**config.mk**
```make
export PLATFORM = sky130hd
export DESIGN_NAME = scp_detector
export DESIGN_NICKNAME = d
export VERILOG_FILES = /design/src/logic/scp_pkg.sv /design/src/logic/scp_reg_if.sv /design/src/logic/scp_detector.sv /design/src/logic/scp_apb_slave.sv /design/src/logic/scp_criterion.sv
export SDC_FILE = /design/constraint.sdc
export NUM_CORES = 2
export LEC_CHECK = 0
export BUFFER_PORTS_ARGS = -buffer_cell sky130_fd_sc_hd__buf_2
export CAP_MARGIN = 20
export CORE_ASPECT_RATIO = 1.2
export CORE_MARGIN = 4
export CORE_UTILIZATION = 50
export DETAILED_ROUTE_END_ITERATION = 8
export HOLD_SLACK_MARGIN = 0.1
export PLACE_DENSITY = 0.64
export SLEW_MARGIN = 20
export SYNTH_ARGS = -nofsm -noshare
export SYNTH_HDL_FRONTEND = slang
export SYNTH_SLANG_ARGS = --single-unit
```
**constraint.sdc**
```tcl
create_clock -name pclk -period 9.5 [get_ports pclk]
set_input_delay 1.425 -clock pclk [delete_from_list [all_inputs] [get_ports pclk]]
set_output_delay 1.425 -clock pclk [all_outputs]
set_load 0.01 [all_outputs]
```
**src/logic/scp_pkg.sv**
```systemverilog
// Purpose: Shared constants and types for the scan setpoint detector
// Assumes: 32-bit APB register space, 16-bit channel words
// Notes:   Setpoint registers sit in a strided window above the globals
`default_nettype none
package scp_pkg;
  localparam int SP_MAX = 16;
  localparam int DATA_W = 16;
  localparam int ADDR_W = 12;
  localparam int CFG_W  = 13;
  localparam int IRQ_W  = 3;
  localparam int PORT_W = 8;

  // Global register byte offsets
  localparam logic [ADDR_W-1:0] OFS_CTRL     = 12'h000;
  localparam logic [ADDR_W-1:0] OFS_STATUS   = 12'h004;
  localparam logic [ADDR_W-1:0] OFS_IRQ_STAT = 12'h008;
  localparam logic [ADDR_W-1:0] OFS_IRQ_MASK = 12'h00c;
  localparam logic [ADDR_W-1:0] OFS_PORT     = 12'h010;

  // Setpoint window: addr[11:9] = base, addr[8:5] = index, addr[4:2] = register
  localparam logic [2:0] SP_WIN_BASE = 3'h1;
  localparam logic [2:0] SP_REG_CFG  = 3'h0;
  localparam logic [2:0] SP_REG_LIMA = 3'h1;
  localparam logic [2:0] SP_REG_LIMB = 3'h2;
  localparam logic [2:0] SP_REG_VAL1 = 3'h3;
  localparam logic [2:0] SP_REG_VAL2 = 3'h4;

  // Control bits
  localparam int CTRL_ARM  = 0;
  localparam int CTRL_GATE = 1;

  // Setpoint configuration field positions
  localparam int CFG_ENTRY_LSB = 0;
  localparam int CFG_ENTRY_W   = 5;
  localparam int CFG_CRIT_LSB  = 5;
  localparam int CFG_TF        = 8;
  localparam int CFG_TGT_LSB   = 9;
  localparam int CFG_TSEL      = 11;
  localparam int CFG_EN        = 12;

  // Criteria codes
  localparam logic [2:0] CRIT_EQ   = 3'h0;
  localparam logic [2:0] CRIT_LT   = 3'h1;
  localparam logic [2:0] CRIT_GT   = 3'h2;
  localparam logic [2:0] CRIT_IN   = 3'h3;
  localparam logic [2:0] CRIT_OUT  = 3'h4;
  localparam logic [2:0] CRIT_HYST = 3'h5;

  // Output targets
  localparam logic [1:0] TGT_NONE  = 2'h0;
  localparam logic [1:0] TGT_PORT  = 2'h1;
  localparam logic [1:0] TGT_DAC   = 2'h2;
  localparam logic [1:0] TGT_TIMER = 2'h3;

  // Interrupt status bits
  localparam int IRQ_RISE = 0;
  localparam int IRQ_FALL = 1;
  localparam int IRQ_UPD  = 2;

  typedef enum logic [2:0] {
    ST_IDLE = 3'b001,
    ST_WAIT = 3'b010,
    ST_RUN  = 3'b100
  } scp_state_type;
endpackage
`default_nettype wire

```
**src/logic/scp_reg_if.sv**
```systemverilog
// Purpose: Carrier between the APB front end and the detector core
// Assumes: Single clock, zero-wait APB
// Notes:   rdata and err are combinational from addr
`timescale 1ns/10ps
`default_nettype none
interface scp_reg_if;
  import scp_pkg::*;
  logic              wr;
  logic [ADDR_W-1:0] addr;
  logic [31:0]       wdata;
  logic [31:0]       rdata;
  logic              err;
  modport bus  (output wr, output addr, output wdata, input rdata, input err);
  modport core (input wr, input addr, input wdata, output rdata, output err);
endinterface
`default_nettype wire

```
**src/logic/scp_detector.sv**
```systemverilog
// Purpose: Setpoint detection on scanned channel words with output updates
// Assumes: Scan engine on pclk delivers one word per cycle at most
// Notes:   Flags double as the setpoint status word read by the scanner
`timescale 1ns/10ps
`default_nettype none
module scp_detector
  import scp_pkg::*;
#(
  parameter int SP_N    = SP_MAX,
  parameter int ENTRY_W = CFG_ENTRY_W
)(
  // Clock and reset
  input  wire logic               pclk,
  input  wire logic               presetn,
  // APB
  input  wire logic               psel,
  input  wire logic               penable,
  input  wire logic               pwrite,
  input  wire logic [11:0]        paddr,
  input  wire logic [31:0]        pwdata,
  output logic [31:0]             prdata,
  output logic                    pready,
  output logic                    pslverr,
  // Scan engine
  input  wire logic               scan_start,
  input  wire logic               trigger_in,
  input  wire logic               sample_valid,
  input  wire logic [ENTRY_W-1:0] sample_entry,
  input  wire logic [DATA_W-1:0]  sample_data,
  output logic [SP_N-1:0]         channel_match_flag,
  output logic                    acq_running,
  // Output updates
  output logic [PORT_W-1:0]       aux_digital_out_port,
  output logic                    port_update,
  output logic                    dac_update,
  output logic [DATA_W-1:0]       dac_value,
  output logic                    timer_update,
  output logic                    timer_sel,
  output logic [DATA_W-1:0]       timer_value,
  // Interrupt
  output logic                    irq
);
  if (SP_N < 1 || SP_N > SP_MAX || ENTRY_W < 1 || ENTRY_W > CFG_ENTRY_W) begin : g_chk
    $error("scp_detector: unsupported SP_N or ENTRY_W");
  end

  localparam int IDX_W = 4;

  typedef logic [SP_N-1:0][CFG_W-1:0] scp_cfg_arr_type;

  typedef struct packed {
    scp_state_type             st;
    logic                      arm;
    logic                      gate;
    scp_cfg_arr_type           cfg;
    logic [SP_N-1:0][DATA_W-1:0] lim_a;
    logic [SP_N-1:0][DATA_W-1:0] lim_b;
    logic [SP_N-1:0][DATA_W-1:0] val1;
    logic [SP_N-1:0][DATA_W-1:0] val2;
    logic [SP_N-1:0]           flag;
    logic [SP_N-1:0]           done;
    logic [IRQ_W-1:0]          irq_stat;
    logic [IRQ_W-1:0]          irq_mask;
    logic [PORT_W-1:0]         port;
    logic                      port_upd;
    logic                      dac_upd;
    logic [DATA_W-1:0]         dac_val;
    logic                      tmr_upd;
    logic                      tmr_sel;
    logic [DATA_W-1:0]         tmr_val;
  } scp_core_type;

  scp_core_type cur;
  scp_core_type next_cur;

  scp_reg_if rif ();

  scp_apb_slave u_apb (
    .pclk    (pclk),
    .presetn (presetn),
    .psel    (psel),
    .penable (penable),
    .pwrite  (pwrite),
    .paddr   (paddr),
    .pwdata  (pwdata),
    .prdata  (prdata),
    .pready  (pready),
    .pslverr (pslverr),
    .rif     (rif)
  );

  // Lowest-numbered enabled setpoint on the entry; extras never fire
  function automatic logic [IDX_W:0] find_sp(input scp_cfg_arr_type cfgs,
                                             input logic [ENTRY_W-1:0] entry);
    logic [IDX_W:0] res;
    res = '0;
    for (int i = SP_N - 1; i >= 0; i--) begin
      if (cfgs[i][CFG_EN] &&
          cfgs[i][CFG_ENTRY_LSB +: ENTRY_W] == entry) begin
        res = {1'b1, IDX_W'(i)};
      end
    end
    return res;
  endfunction

  // Setpoint window decode: {hit, index, register}
  function automatic logic [IDX_W+3:0] sp_decode(input logic [ADDR_W-1:0] a);
    logic hit;
    hit = a[11:9] == SP_WIN_BASE && 32'(a[8:5]) < SP_N &&
          a[4:2] <= SP_REG_VAL2 && a[1:0] == 2'h0;
    return {hit, a[8:5], a[4:2]};
  endfunction

  logic [IDX_W:0]   sel;
  logic [IDX_W-1:0] sidx;
  logic [CFG_W-1:0] scfg;
  logic             met;
  logic             hold;
  logic             eval;
  logic [IDX_W+3:0] wdec;
  logic [IDX_W+3:0] rdec;
  logic [IDX_W-1:0] widx;
  logic [IDX_W-1:0] ridx;

  assign sel  = find_sp(cur.cfg, sample_entry);
  assign sidx = sel[IDX_W-1:0];
  assign scfg = cur.cfg[sidx];
  assign wdec = sp_decode(rif.addr);
  assign rdec = sp_decode(rif.addr);
  assign widx = wdec[IDX_W+2:3];
  assign ridx = rdec[IDX_W+2:3];

  scp_criterion u_crit (
    .crit   (scfg[CFG_CRIT_LSB +: 3]),
    .lim_a  (cur.lim_a[sidx]),
    .lim_b  (cur.lim_b[sidx]),
    .sample (sample_data),
    .met    (met),
    .hold   (hold)
  );

  // One evaluation per setpoint per scan, on the entry's own word
  assign eval = (cur.st == ST_RUN) && sample_valid && sel[IDX_W] &&
                !cur.done[sidx];

  // Register read mux
  always_comb begin
    rif.rdata = 32'h0;
    rif.err   = 1'b0;
    if (rdec[IDX_W+3]) begin
      unique case (rdec[2:0])
        SP_REG_CFG:  rif.rdata = 32'(cur.cfg[ridx]);
        SP_REG_LIMA: rif.rdata = 32'(cur.lim_a[ridx]);
        SP_REG_LIMB: rif.rdata = 32'(cur.lim_b[ridx]);
        SP_REG_VAL1: rif.rdata = 32'(cur.val1[ridx]);
        SP_REG_VAL2: rif.rdata = 32'(cur.val2[ridx]);
        default:     rif.err   = 1'b1;
      endcase
    end else begin
      unique case (rif.addr)
        OFS_CTRL:     rif.rdata = 32'({cur.gate, cur.arm});
        OFS_STATUS:   rif.rdata = 32'(cur.flag);
        OFS_IRQ_STAT: rif.rdata = 32'(cur.irq_stat);
        OFS_IRQ_MASK: rif.rdata = 32'(cur.irq_mask);
        OFS_PORT:     rif.rdata = 32'(cur.port);
        default:      rif.err   = 1'b1;
      endcase
    end
  end

  always_comb begin
    logic [IRQ_W-1:0]  set;
    logic [IRQ_W-1:0]  clr;
    logic              act;
    logic [DATA_W-1:0] val;
    set = '0;
    clr = '0;
    act = 1'b0;
    val = '0;
    next_cur = cur;
    next_cur.port_upd = 1'b0;
    next_cur.dac_upd  = 1'b0;
    next_cur.tmr_upd  = 1'b0;

    // Register writes
    if (rif.wr) begin
      if (wdec[IDX_W+3]) begin
        unique case (wdec[2:0])
          SP_REG_CFG:  next_cur.cfg[widx]   = rif.wdata[CFG_W-1:0];
          SP_REG_LIMA: next_cur.lim_a[widx] = rif.wdata[DATA_W-1:0];
          SP_REG_LIMB: next_cur.lim_b[widx] = rif.wdata[DATA_W-1:0];
          SP_REG_VAL1: next_cur.val1[widx]  = rif.wdata[DATA_W-1:0];
          SP_REG_VAL2: next_cur.val2[widx]  = rif.wdata[DATA_W-1:0];
          default:     next_cur.val2[widx]  = cur.val2[widx];
        endcase
      end else begin
        unique case (rif.addr)
          OFS_CTRL: begin
            next_cur.arm  = rif.wdata[CTRL_ARM];
            next_cur.gate = rif.wdata[CTRL_GATE];
          end
          OFS_IRQ_STAT: clr = rif.wdata[IRQ_W-1:0];
          OFS_IRQ_MASK: next_cur.irq_mask = rif.wdata[IRQ_W-1:0];
          // Port drives its reset value of zero until set; preload before scanning
          OFS_PORT:     next_cur.port = rif.wdata[PORT_W-1:0];
          default:      next_cur.arm  = cur.arm;
        endcase
      end
    end

    // Acquisition state
    unique case (cur.st)
      ST_IDLE: begin
        if (cur.arm) begin
          next_cur.st   = cur.gate ? ST_WAIT : ST_RUN;
          next_cur.done = '0;
        end
      end
      ST_WAIT: begin
        if (!cur.arm) begin
          next_cur.st = ST_IDLE;
        end else if (trigger_in) begin
          next_cur.st = ST_RUN;
        end
      end
      ST_RUN: begin
        if (!cur.arm) begin
          next_cur.st = ST_IDLE;
        end
      end
    endcase

    // New scan period reopens every setpoint
    if (scan_start) begin
      next_cur.done = '0;
    end

    // Evaluation; status word placed last means all flags settled
    if (eval) begin
      next_cur.done[sidx] = 1'b1;
      if (scfg[CFG_CRIT_LSB +: 3] == CRIT_HYST) begin
        if (!hold) begin
          next_cur.flag[sidx] = met;
          act = 1'b1;
        end
      end else begin
        next_cur.flag[sidx] = met;
        act = met || scfg[CFG_TF];
      end
      val = met ? cur.val1[sidx] : cur.val2[sidx];
      if (act) begin
        unique case (scfg[CFG_TGT_LSB +: 2])
          TGT_PORT: begin
            // High byte masks which port bits the low byte drives
            next_cur.port = (cur.port & ~val[15:8]) | (val[7:0] & val[15:8]);
            next_cur.port_upd = 1'b1;
          end
          TGT_DAC: begin
            next_cur.dac_val = val;
            next_cur.dac_upd = 1'b1;
          end
          TGT_TIMER: begin
            next_cur.tmr_val = val;
            next_cur.tmr_sel = scfg[CFG_TSEL];
            next_cur.tmr_upd = 1'b1;
          end
          default: next_cur.port_upd = 1'b0;
        endcase
        set[IRQ_UPD] = scfg[CFG_TGT_LSB +: 2] != TGT_NONE;
      end
      set[IRQ_RISE] = next_cur.flag[sidx] && !cur.flag[sidx];
      set[IRQ_FALL] = !next_cur.flag[sidx] && cur.flag[sidx];
    end

    // Set wins over a same-cycle clear
    next_cur.irq_stat = (cur.irq_stat & ~clr) | set;
  end

  always_ff @(posedge pclk or negedge presetn) begin
    if (!presetn) begin
      cur    <= '0;
      cur.st <= ST_IDLE;
    end else begin
      cur <= next_cur;
    end
  end

  assign channel_match_flag   = cur.flag;
  assign acq_running          = cur.st == ST_RUN;
  assign aux_digital_out_port = cur.port;
  assign port_update          = cur.port_upd;
  assign dac_update           = cur.dac_upd;
  assign dac_value            = cur.dac_val;
  assign timer_update         = cur.tmr_upd;
  assign timer_sel            = cur.tmr_sel;
  assign timer_value          = cur.tmr_val;
  assign irq                  = |(cur.irq_stat & cur.irq_mask);
endmodule
`default_nettype wire

```
**src/logic/scp_apb_slave.sv**
```systemverilog
// Purpose: APB slave front end, zero wait states
// Assumes: Master holds the request through the access phase
// Notes:   Read data captured in setup so it comes from a flop
`timescale 1ns/10ps
`default_nettype none
module scp_apb_slave
  import scp_pkg::*;
(
  // Clock and reset
  input  wire logic        pclk,
  input  wire logic        presetn,
  // APB
  input  wire logic        psel,
  input  wire logic        penable,
  input  wire logic        pwrite,
  input  wire logic [11:0] paddr,
  input  wire logic [31:0] pwdata,
  output logic [31:0]      prdata,
  output logic             pready,
  output logic             pslverr,
  // Core side
  scp_reg_if.bus           rif
);
  typedef struct packed {
    logic [31:0] rdata;
    logic        err;
  } scp_apb_type;

  scp_apb_type cur;
  scp_apb_type next_cur;

  assign rif.wr    = psel & penable & pwrite;
  assign rif.addr  = paddr;
  assign rif.wdata = pwdata;
  assign pready    = psel & penable;
  assign prdata    = cur.rdata;
  assign pslverr   = psel & penable & cur.err;

  always_comb begin
    next_cur = cur;
    if (psel && !penable) begin
      next_cur.rdata = pwrite ? 32'h0 : rif.rdata;
      next_cur.err   = rif.err;
    end
  end

  always_ff @(posedge pclk or negedge presetn) begin
    if (!presetn) begin
      cur <= '0;
    end else begin
      cur <= next_cur;
    end
  end
endmodule
`default_nettype wire

```
**src/logic/scp_criterion.sv**
```systemverilog
// Purpose: Compare one channel word against a setpoint's two limits
// Assumes: Unsigned 16-bit words, limit A high and limit B low
// Notes:   Purely combinational
`timescale 1ns/10ps
`default_nettype none
module scp_criterion
  import scp_pkg::*;
(
  // Setpoint
  input  wire logic [2:0]        crit,
  input  wire logic [DATA_W-1:0] lim_a,
  input  wire logic [DATA_W-1:0] lim_b,
  // Channel word
  input  wire logic [DATA_W-1:0] sample,
  // Result
  output logic                   met,
  output logic                   hold
);
  logic above;
  logic below;

  assign above = sample > lim_a;
  assign below = sample < lim_b;

  always_comb begin
    hold = 1'b0;
    unique case (crit)
      CRIT_EQ:   met = sample == lim_a;
      CRIT_LT:   met = sample < lim_a;
      CRIT_GT:   met = sample > lim_b;
      CRIT_IN:   met = (sample > lim_b) && (sample < lim_a);
      CRIT_OUT:  met = below || above;
      CRIT_HYST: begin
        // Low side is true; high side wins if limits are crossed
        met  = below && !above;
        hold = !below && !above;
      end
      default:   met = 1'b0;
    endcase
  end
endmodule
`default_nettype wire

```
Word-level counts from Yosys, hierarchy flattened
Index checks and enable logic that the tools add are counted.
{"block": "totals", "out_inout_bits": 96, "reg_bits": 1352, "inputBits": 73}
{"block": "op_classes", "magnitude_cmp": 9, "n_eq_ne": 40, "n_bitwise": 14, "n_mux": 96, "n_reduce_logical": 56}
{"cell": "$bwmux W256", "n": 5}
{"cell": "$bmux W16 S4", "n": 8}
{"cell": "$pmux W256 S2", "n": 1}
{"cell": "$mux W16", "n": 17}
{"cell": "$bwmux W208", "n": 1}
{"cell": "$pmux W16 S5", "n": 2}
{"cell": "$bmux W13 S4", "n": 2}
{"cell": "$mux W44", "n": 2}
{"cell": "$eq A5 B5 Y1", "n": 16}
{"cell": "$mux W5", "n": 16}
{"cell": "$demux W16 S4", "n": 1}
{"cell": "$mux W32", "n": 2}
{"cell": "$demux W13 S4", "n": 1}
{"cell": "$gt A16 B16 Y1", "n": 2}
{"cell": "$lt A16 B16 Y1", "n": 2}
{"cell": "$mux W8", "n": 4}
{"cell": "$reduce_and A3 Y1", "n": 10}
{"cell": "$logic_and A1 B1 Y1", "n": 29}
{"cell": "$mux W3", "n": 9}
{"cell": "$mux W13", "n": 2}
{"cell": "$eq A12 B4 Y1 const B", "n": 2}
{"cell": "$mux W18", "n": 1}
{"cell": "$mux W17", "n": 1}
{"cell": "$and A8 B8 Y8", "n": 2}
{"cell": "other kinds (37)", "n": 77}

Longest topological paths before layout
{"block": "depth", "ltp_word": 34, "depth_mapped": 38, "mapped_depth_nobuf": 26}

By module
A second synthesis with hierarchy kept.
{"block": "hier_totals", "cells_unflattened": 5295, "hier_area_um2": 73168.9}
{"mod": "scp_detector", "area_per_inst_um2": 70057.2, "cells_each": 4988, "seq_area_each_um2": 33007.9, "n_inst": 1}
{"mod": "scp_apb_slave", "area_per_inst_um2": 2222.1, "cells_each": 185, "seq_area_each_um2": 825.8, "n_inst": 1}
{"mod": "scp_criterion", "area_per_inst_um2": 889.6, "cells_each": 122, "seq_area_each_um2": 0.0, "n_inst": 1}

Worst setup path after synthesis
Ideal clock, no wire load.
{"block": "synth_path", "kind": "input port to flip-flop", "startpoint": "input port sample_entry[0]", "endpoint": "register cur, in the netlist dac_value[6]", "required_time_ns": 9.375, "setup_time_ns": 0.125, "stages": 32, "arrival_time_ns": 7.879, "path_buffers": 10, "slack_ns": 1.496, "path_cell_list": "buf_4 -> xor2_1 -> nor4_2 -> and3_1 -> nor2_1 -> a221o_2 -> nand2_4 -> buf_12 -> buf_2 -> buf_4 -> buf_4 -> buf_2 -> buf_4 -> buf_2 -> mux4_2 -> a221oi_1 -> ha_1 -> o21a_1 -> o21a_1 -> o21a_1 -> o21a_1 -> o21ai_0 -> a21o_1 -> a31oi_1 -> o21ai_0 -> or3b_4 -> o211a_4 -> nor2_2 -> and3_1 -> buf_4 -> buf_8 -> mux2_4"}
{"block": "synth_between", "elab_chain_len": 28, "word_cells_on_any_way": 89, "cone_classes": "order compare (4); eq/ne (23); mux (34); reduce/logical (28)"}
{"item": "start: declaration", "line_no": "scp_detector.sv:28", "text": "input wire logic [ENTRY_W-1:0] sample_entry,"}
{"item": "$eq A5 B5 Y1", "line_no": "scp_detector.sv:99", "text": "cfgs[i][CFG_ENTRY_LSB +: ENTRY_W] == entry) begin"}
{"item": "$logic_and A1 B1 Y1", "line_no": "scp_detector.sv:98", "text": "if (cfgs[i][CFG_EN] &&"}
{"item": "$mux W5 (15 in a row)", "line_no": "scp_detector.sv:98"}
{"item": "$mux W5 *", "line_no": "scp_detector.sv:98"}
{"item": "$bmux W16 S4 (on tied branches)", "line_no": "scp_detector.sv:135, scp_detector.sv:136"}
{"item": "$mux W16 (on tied branches)", "line_no": "scp_detector.sv:135, scp_detector.sv:136"}
{"item": "$gt A16 B16 Y1 or $lt A16 B16 Y1 (tied branches)", "line_no": "scp_criterion.sv:22, scp_criterion.sv:23"}
{"item": "$logic_not A1 Y1 (on tied branches)", "line_no": "scp_criterion.sv:35, scp_criterion.sv:36"}
{"item": "$logic_and A1 B1 Y1 (on tied branches)", "line_no": "scp_criterion.sv:35, scp_criterion.sv:36"}
{"item": "$pmux W1 S6 or $mux W1 (tied branches)", "line_no": "scp_criterion.sv:27", "text": "unique case (crit)"}
{"item": "$logic_or A1 B1 Y1 or $mux W1 (tied branches)", "line_no": "scp_detector.sv:248, scp_detector.sv:242"}
{"item": "$mux W1", "line_no": "scp_detector.sv:241", "text": "if (scfg[CFG_CRIT_LSB +: 3] == CRIT_HYST) begin"}
{"item": "$mux W1", "line_no": "scp_detector.sv:239", "text": "if (eval) begin"}
{"item": "$reduce_and A3 Y1 (no line)"}
{"item": "end signal: assignment", "line_no": "scp_detector.sv:284", "text": "cur <= next_cur;"}
{"item": "end: declaration", "line_no": "scp_detector.sv:73", "text": "scp_core_type cur;"}
Every way passes the cells marked *; elsewhere a longest branch is shown, timed or not. The select of a mux whose other input is x is not followed.
A chain may end at the register's enable or synchronous reset.

Worst setup path after layout
{"block": "layout_path", "startpoint": "input port sample_entry[3]", "endpoint": "register cur, in the netlist dac_value[5]"}
Same word-level chain as after synthesis.

==> flow_results.org <==
** Status
- The run finished with clean final reports.

** Worst setup path
- Sort of element at the start of the critical path :: primary input
- Cell family contributing the most delay on the critical path :: compound AO/OA/AOI/OAI gates
- Slowest library cell on the worst path :: sky130_fd_sc_hd__mux4_2
- Crit Path Class :: primary input to register
- For the worst setup path, the data required time is between 10 and 15 ns.
- In this run the critical register-to-register path is launched from cur[1174].
- Walking the worst path, the cells encountered are buf_2, xor2_1, nor4_2, and3_1, nor2_1, a221o_2, nand2_8, buf_4, mux4_2, a22o_1, a221oi_1, ha_1, a21o_1, a21oi_1, o21ai_0, a21oi_1, o21ai_0, o22ai_4, buf_12, nand3_1, o21a_1, mux2_2.
- In this run the critical register-to-register path is captured at dac_value[5].
- Tracing the worst setup path back leads to its startpoint at sample_entry[3].
- For this run, the slowest stage of the critical path takes 0.56 ns.
- Counting both buffers and inverters, the worst setup path holds a total of 3.
- End of the critical path :: dac_value[5]
- For the worst setup path, the data arrival time is ~8.7 ns.
- For the worst flop-to-flop path, the logic depth is 21.
- In this run the number of cells on the critical path is 22.
- The worst register-to-register path has a setup slack of 2.15 ns.
- Of all nets on the critical path, the largest fanout is 38.
- Crit end category :: register

** Clocking
- The H-tree was split into 4 levels.
- The number of gates resized after CTS was 0.
- Buffers inserted during clock tree synthesis total 141.
- Counting every sink on the clock net gives 1,336.
- Buffers inserted to repair hold after CTS numbered 0.
- TritonCTS built the clock tree.
- Root Buffer Master :: sky130_fd_sc_hd__clkbuf_16
- Setup fix buffers added after clock tree synthesis :: 0
- Clock latency on the worst-skew pair :: ~0.78 ns
- Clock-pin slew was measured on the worst setup and hold paths at 0.06 ns.
- Maximum count of clock buffers along a single path :: 3

** Global route
- Antenna violations before repair :: 11
- Number of global-route vias before repair :: 49.1k
- The total overflow left after global routing is 0.
- The first global-routing pass estimated between 300,000 and 400,000 um of wire.
- Pin count of the biggest net entering global routing :: 176
- GRT Total Usage :: 30.7%

** Routing
- Before antenna repair, the detailed router went through 9 iterations.
- The detailed router placed 47.9k vias in this run.
- Using the TritonRoute via totals, the vias-per-cell ratio works out to 6.56.
- Final routed DRC violation total :: 0
- In the final routed layout, each cell accounts on average for 30.6 um.
- Post-detailed-route count of antenna-violating nets :: 0
- For this block, the initial DRC count from the detailed router was around 4.7k.
- Final wirelength :: 223,000 um

** Logic synthesis
- Counting flops with a built-in enable in the synthesized netlist gives 0.
- Synth Instances :: about 5.5k
- XOR/XNOR share of the synthesized area :: under 10%
- Share of synthesized cell area in full adder, half adder and majority cells :: less than 1%
- Post-synthesis average cell area :: 13.0 um^2
- Dominant combinational cell family by area after synthesis :: multiplexers
- Summing the areas of all and, or, nand and nor instances in the mapped netlist gives approximately 6.3% of the synthesized area.
- After synthesis, the share of flip-flops with an asynchronous set or reset is 100%.
- The synthesized netlist contains 72 unique library cells.
- Synthesis inferred 1,336 register bits.
- Compound-Gate Fraction of Synth Area :: 7.30%
- Post-synthesis instance area :: 70,900 um^2
- Yosys printed 0 warnings.
- The share of the Yosys chip area taken by registers is 47.1%.
- After synthesis, the share of cell area in mux cells is roughly 34%.
- Most frequently used flop master after synthesis :: sky130_fd_sc_hd__dfrtp_1

** Worst hold path
- Worst Hold Class :: register to register

** Flow run
- Max cap viols :: 0

** STA
- Unrepaired setup endpoints after global routing :: no
- After layout, the worst path uses 84.4% of the clock period.
- The number of endpoints with negative hold slack in the final report came to 0.
- The clock arrives with 0.0215 ns of skew.
- For the final routed database, the setup TNS stands at 0 ns.
- Final setup fails :: 0
- The worst pin sits at a relative slew slack of 20.7%.
- For this run, the top clock speed supported by timing is approximately 120 MHz.
- Total count of max-transition violations in the final report :: 0
- Time the worst path needs with I/O delays and setup :: about 8 ns
- For the pin with the worst max-slew slack, the measured transition is 1.19 ns.

** Floorplan
- roughly 170 I/O pins were placed.
- Starting density of the core :: 50.3%
- Row Count :: 151
- Die area :: 148,000 um^2
- In this run the standard cell core region covers 141,000 um^2.
- The die is 352 um wide.
- The die is 421 um tall.

** Cells and area
- Fill cells in the final layout number 11.6k.
- Final core utilization :: 55.1%
- Number of nets in the layout :: 5,441
- Compared with the post-synthesis result, the final layout area differs by 9.55%.
- Fraction of final layout cells with drive strength greater than 1 :: 37.1%

** Placed design
- Routability-driven placement finished with a final weighted congestion of 0.863.
- Detailed Place HPWL :: 137,000 um
- Number of input and output port buffers inserted :: 136

** Pwr
- In this run the static leakage power is 0.0343 uW.
- Across the VDD grid, the largest voltage drop is 133 uV.
- Power density of the placed cells :: 154 nW/um^2
==> state kept, by name, summed over array words and instances (netlist names), named ones only <==
register,flops
dac_value,16
cur,1259
dac_update,1
port_update,1
timer_update,1
channel_match_flag,16
u_apb.prdata,16
u_apb.cur,1
timer_value,16
timer_sel,1
==> power by group <==
group | leakage [uW] | switching [uW] | internal (uW)
combinational | 0.0133 | 416 | 138
clock | 0.00235 | 2360 | 3350
sequential | 0.0186 | 11.3 | 5700
==> cells in the mapped netlist (13+ instances only) <==
master	number	area share [%]
sky130_fd_sc_hd__a21oi_1	22	0.16
sky130_fd_sc_hd__a221oi_1	36	0.44
sky130_fd_sc_hd__a22o_1	48	0.59
sky130_fd_sc_hd__a22oi_1	92	0.97
sky130_fd_sc_hd__and3_1	19	0.17
sky130_fd_sc_hd__buf_1	55	0.29
sky130_fd_sc_hd__buf_2	52	0.37
sky130_fd_sc_hd__buf_4	97	1.0
sky130_fd_sc_hd__clkbuf_1	388	2.1
sky130_fd_sc_hd__dfrtp_1	1335	47
sky130_fd_sc_hd__ha_1	32	0.56
sky130_fd_sc_hd__inv_1	27	0.14
sky130_fd_sc_hd__mux2_2	754	12
sky130_fd_sc_hd__mux2i_1	49	0.69
sky130_fd_sc_hd__mux4_2	644	20
sky130_fd_sc_hd__nand2_1	789	4.2
sky130_fd_sc_hd__nand2b_1	24	0.21
sky130_fd_sc_hd__nand3_1	58	0.41
sky130_fd_sc_hd__nand4_1	13	0.11
sky130_fd_sc_hd__nor2_1	55	0.29
sky130_fd_sc_hd__nor3_1	24	0.17
sky130_fd_sc_hd__nor4_1	20	0.18
sky130_fd_sc_hd__o21a_1	13	0.14
sky130_fd_sc_hd__o21ai_0	588	4.1
sky130_fd_sc_hd__xnor2_1	28	0.35
sky130_fd_sc_hd__xor2_1	54	0.67
==> cells in the final DEF (no fill, tap or decap), types with 19 or more instances in the layout <==
master | netlist | final
sky130_fd_sc_hd__a21oi_1 | 22 | 22
sky130_fd_sc_hd__a221oi_1 | 36 | 36
sky130_fd_sc_hd__a22o_1 | 48 | 48
sky130_fd_sc_hd__a22oi_1 | 92 | 92
sky130_fd_sc_hd__and3_1 | 19 | 19
sky130_fd_sc_hd__buf_2 | 52 | 131
sky130_fd_sc_hd__buf_4 | 97 | 164
sky130_fd_sc_hd__clkbuf_1 | 388 | 29
sky130_fd_sc_hd__clkbuf_16 | 0 | 149
sky130_fd_sc_hd__clkbuf_8 | 0 | 31
sky130_fd_sc_hd__clkinv_2 | 0 | 24
sky130_fd_sc_hd__dfrtp_1 | 1335 | 1335
sky130_fd_sc_hd__ha_1 | 32 | 32
sky130_fd_sc_hd__inv_1 | 27 | 22
sky130_fd_sc_hd__mux2_2 | 754 | 754
sky130_fd_sc_hd__mux2i_1 | 49 | 34
sky130_fd_sc_hd__mux4_2 | 644 | 644
sky130_fd_sc_hd__nand2_1 | 789 | 788
sky130_fd_sc_hd__nand2b_1 | 24 | 24
sky130_fd_sc_hd__nand3_1 | 58 | 58
sky130_fd_sc_hd__nor2_1 | 55 | 37
sky130_fd_sc_hd__o21ai_0 | 588 | 588
sky130_fd_sc_hd__xnor2_1 | 28 | 28
sky130_fd_sc_hd__xor2_1 | 54 | 54
==> layer usage <==
metal	share of wire, %	wire [um]	global-route usage (%)	vias up
met3	8.6	19300	7.16	558
met1	39	86600	40.3	25172
li1	-	-	-	20043
met5	0.0094	21	0	-
met2	47	105000	48.7	2097
met4	5.4	12100	14.5	4
==> cell type report <==
class                      count  area, um^2  share of cell area [%]
tap                         1836        2300                    2.96
timing repair buffer         314        2240                    2.88
antenna                       11        27.5                  0.0354
multi-input combinational   3515       34800                    44.8
inverter                      28         105                   0.135
clock inverter                44         492                   0.633
clock buffer                 209        4260                    5.49
sequential                  1336       33400                    43.0
==> worst min path at each step <==
stage                         start               to  slack, ns  cells past startpoint
floorplan              u_apb.cur[0]     u_apb.cur[0]       0.44                      2
global placement            cur[50]          cur[50]       0.46                      2
detailed placement     u_apb.cur[0]     u_apb.cur[0]       0.47                      2
CTS                         cur[52]          cur[52]       0.48                      2
global route        u_apb.prdata[6]  u_apb.prdata[6]       0.51                      2
finish              u_apb.prdata[6]  u_apb.prdata[6]       0.48                      2
==> through the flow <==
stage | total power (uW) | hold slack [ns] | area, um^2 | instances | setup WS, ns
after CTS | 12100 | 0.484 | 77600 | 7282 | 1.51
after floorplan | 6100 | 0.436 | 71000 | 5484 | 1.50
after global routing | 12300 | 0.511 | 77700 | 7282 | 1.16
after detailed placement | 6370 | 0.470 | 72900 | 7029 | 0.679
after global placement | 6370 | 0.458 | 72900 | 7029 | 0.745
final | 12000 | 0.480 | 77700 | 7293 | 1.48
==> cells by family (layout without fill, tap and decap cells) <==
group | after synthesis | in the layout
xor gates and xnor gates | 82 | 82
other | 1 | 27
and+or+nand+nor | 1051 | 1051
DFF | 1336 | 1336
buffers and inverters | 633 | 595
muxes | 1463 | 1463
AOI/OAI and AO/OA | 871 | 871
adders and majority gates | 32 | 32
==> worst register-to-register path: stages, from the launching register on <==
cell                       delay [ns]
sky130_fd_sc_hd__dfrtp_1         0.42
sky130_fd_sc_hd__xor2_1          0.18
sky130_fd_sc_hd__nor4_1          0.43
sky130_fd_sc_hd__and3_1          0.33
sky130_fd_sc_hd__nor2_1          0.08
sky130_fd_sc_hd__a221o_2         0.48
sky130_fd_sc_hd__nand2_8         0.40
sky130_fd_sc_hd__buf_4           0.54
sky130_fd_sc_hd__mux4_2          0.57
sky130_fd_sc_hd__a22o_1          0.25
sky130_fd_sc_hd__a221oi_1        0.47
sky130_fd_sc_hd__ha_1            0.35
sky130_fd_sc_hd__a21o_1          0.18
sky130_fd_sc_hd__a21oi_1         0.13
sky130_fd_sc_hd__o21ai_0         0.10
sky130_fd_sc_hd__a21oi_1         0.49
sky130_fd_sc_hd__o21ai_0         0.34
sky130_fd_sc_hd__o22ai_4         0.27
sky130_fd_sc_hd__buf_12          0.27
sky130_fd_sc_hd__nand3_1         0.40
sky130_fd_sc_hd__o21a_1          0.28
sky130_fd_sc_hd__mux2_2          0.27
Power figures use the tool's default switching activity.
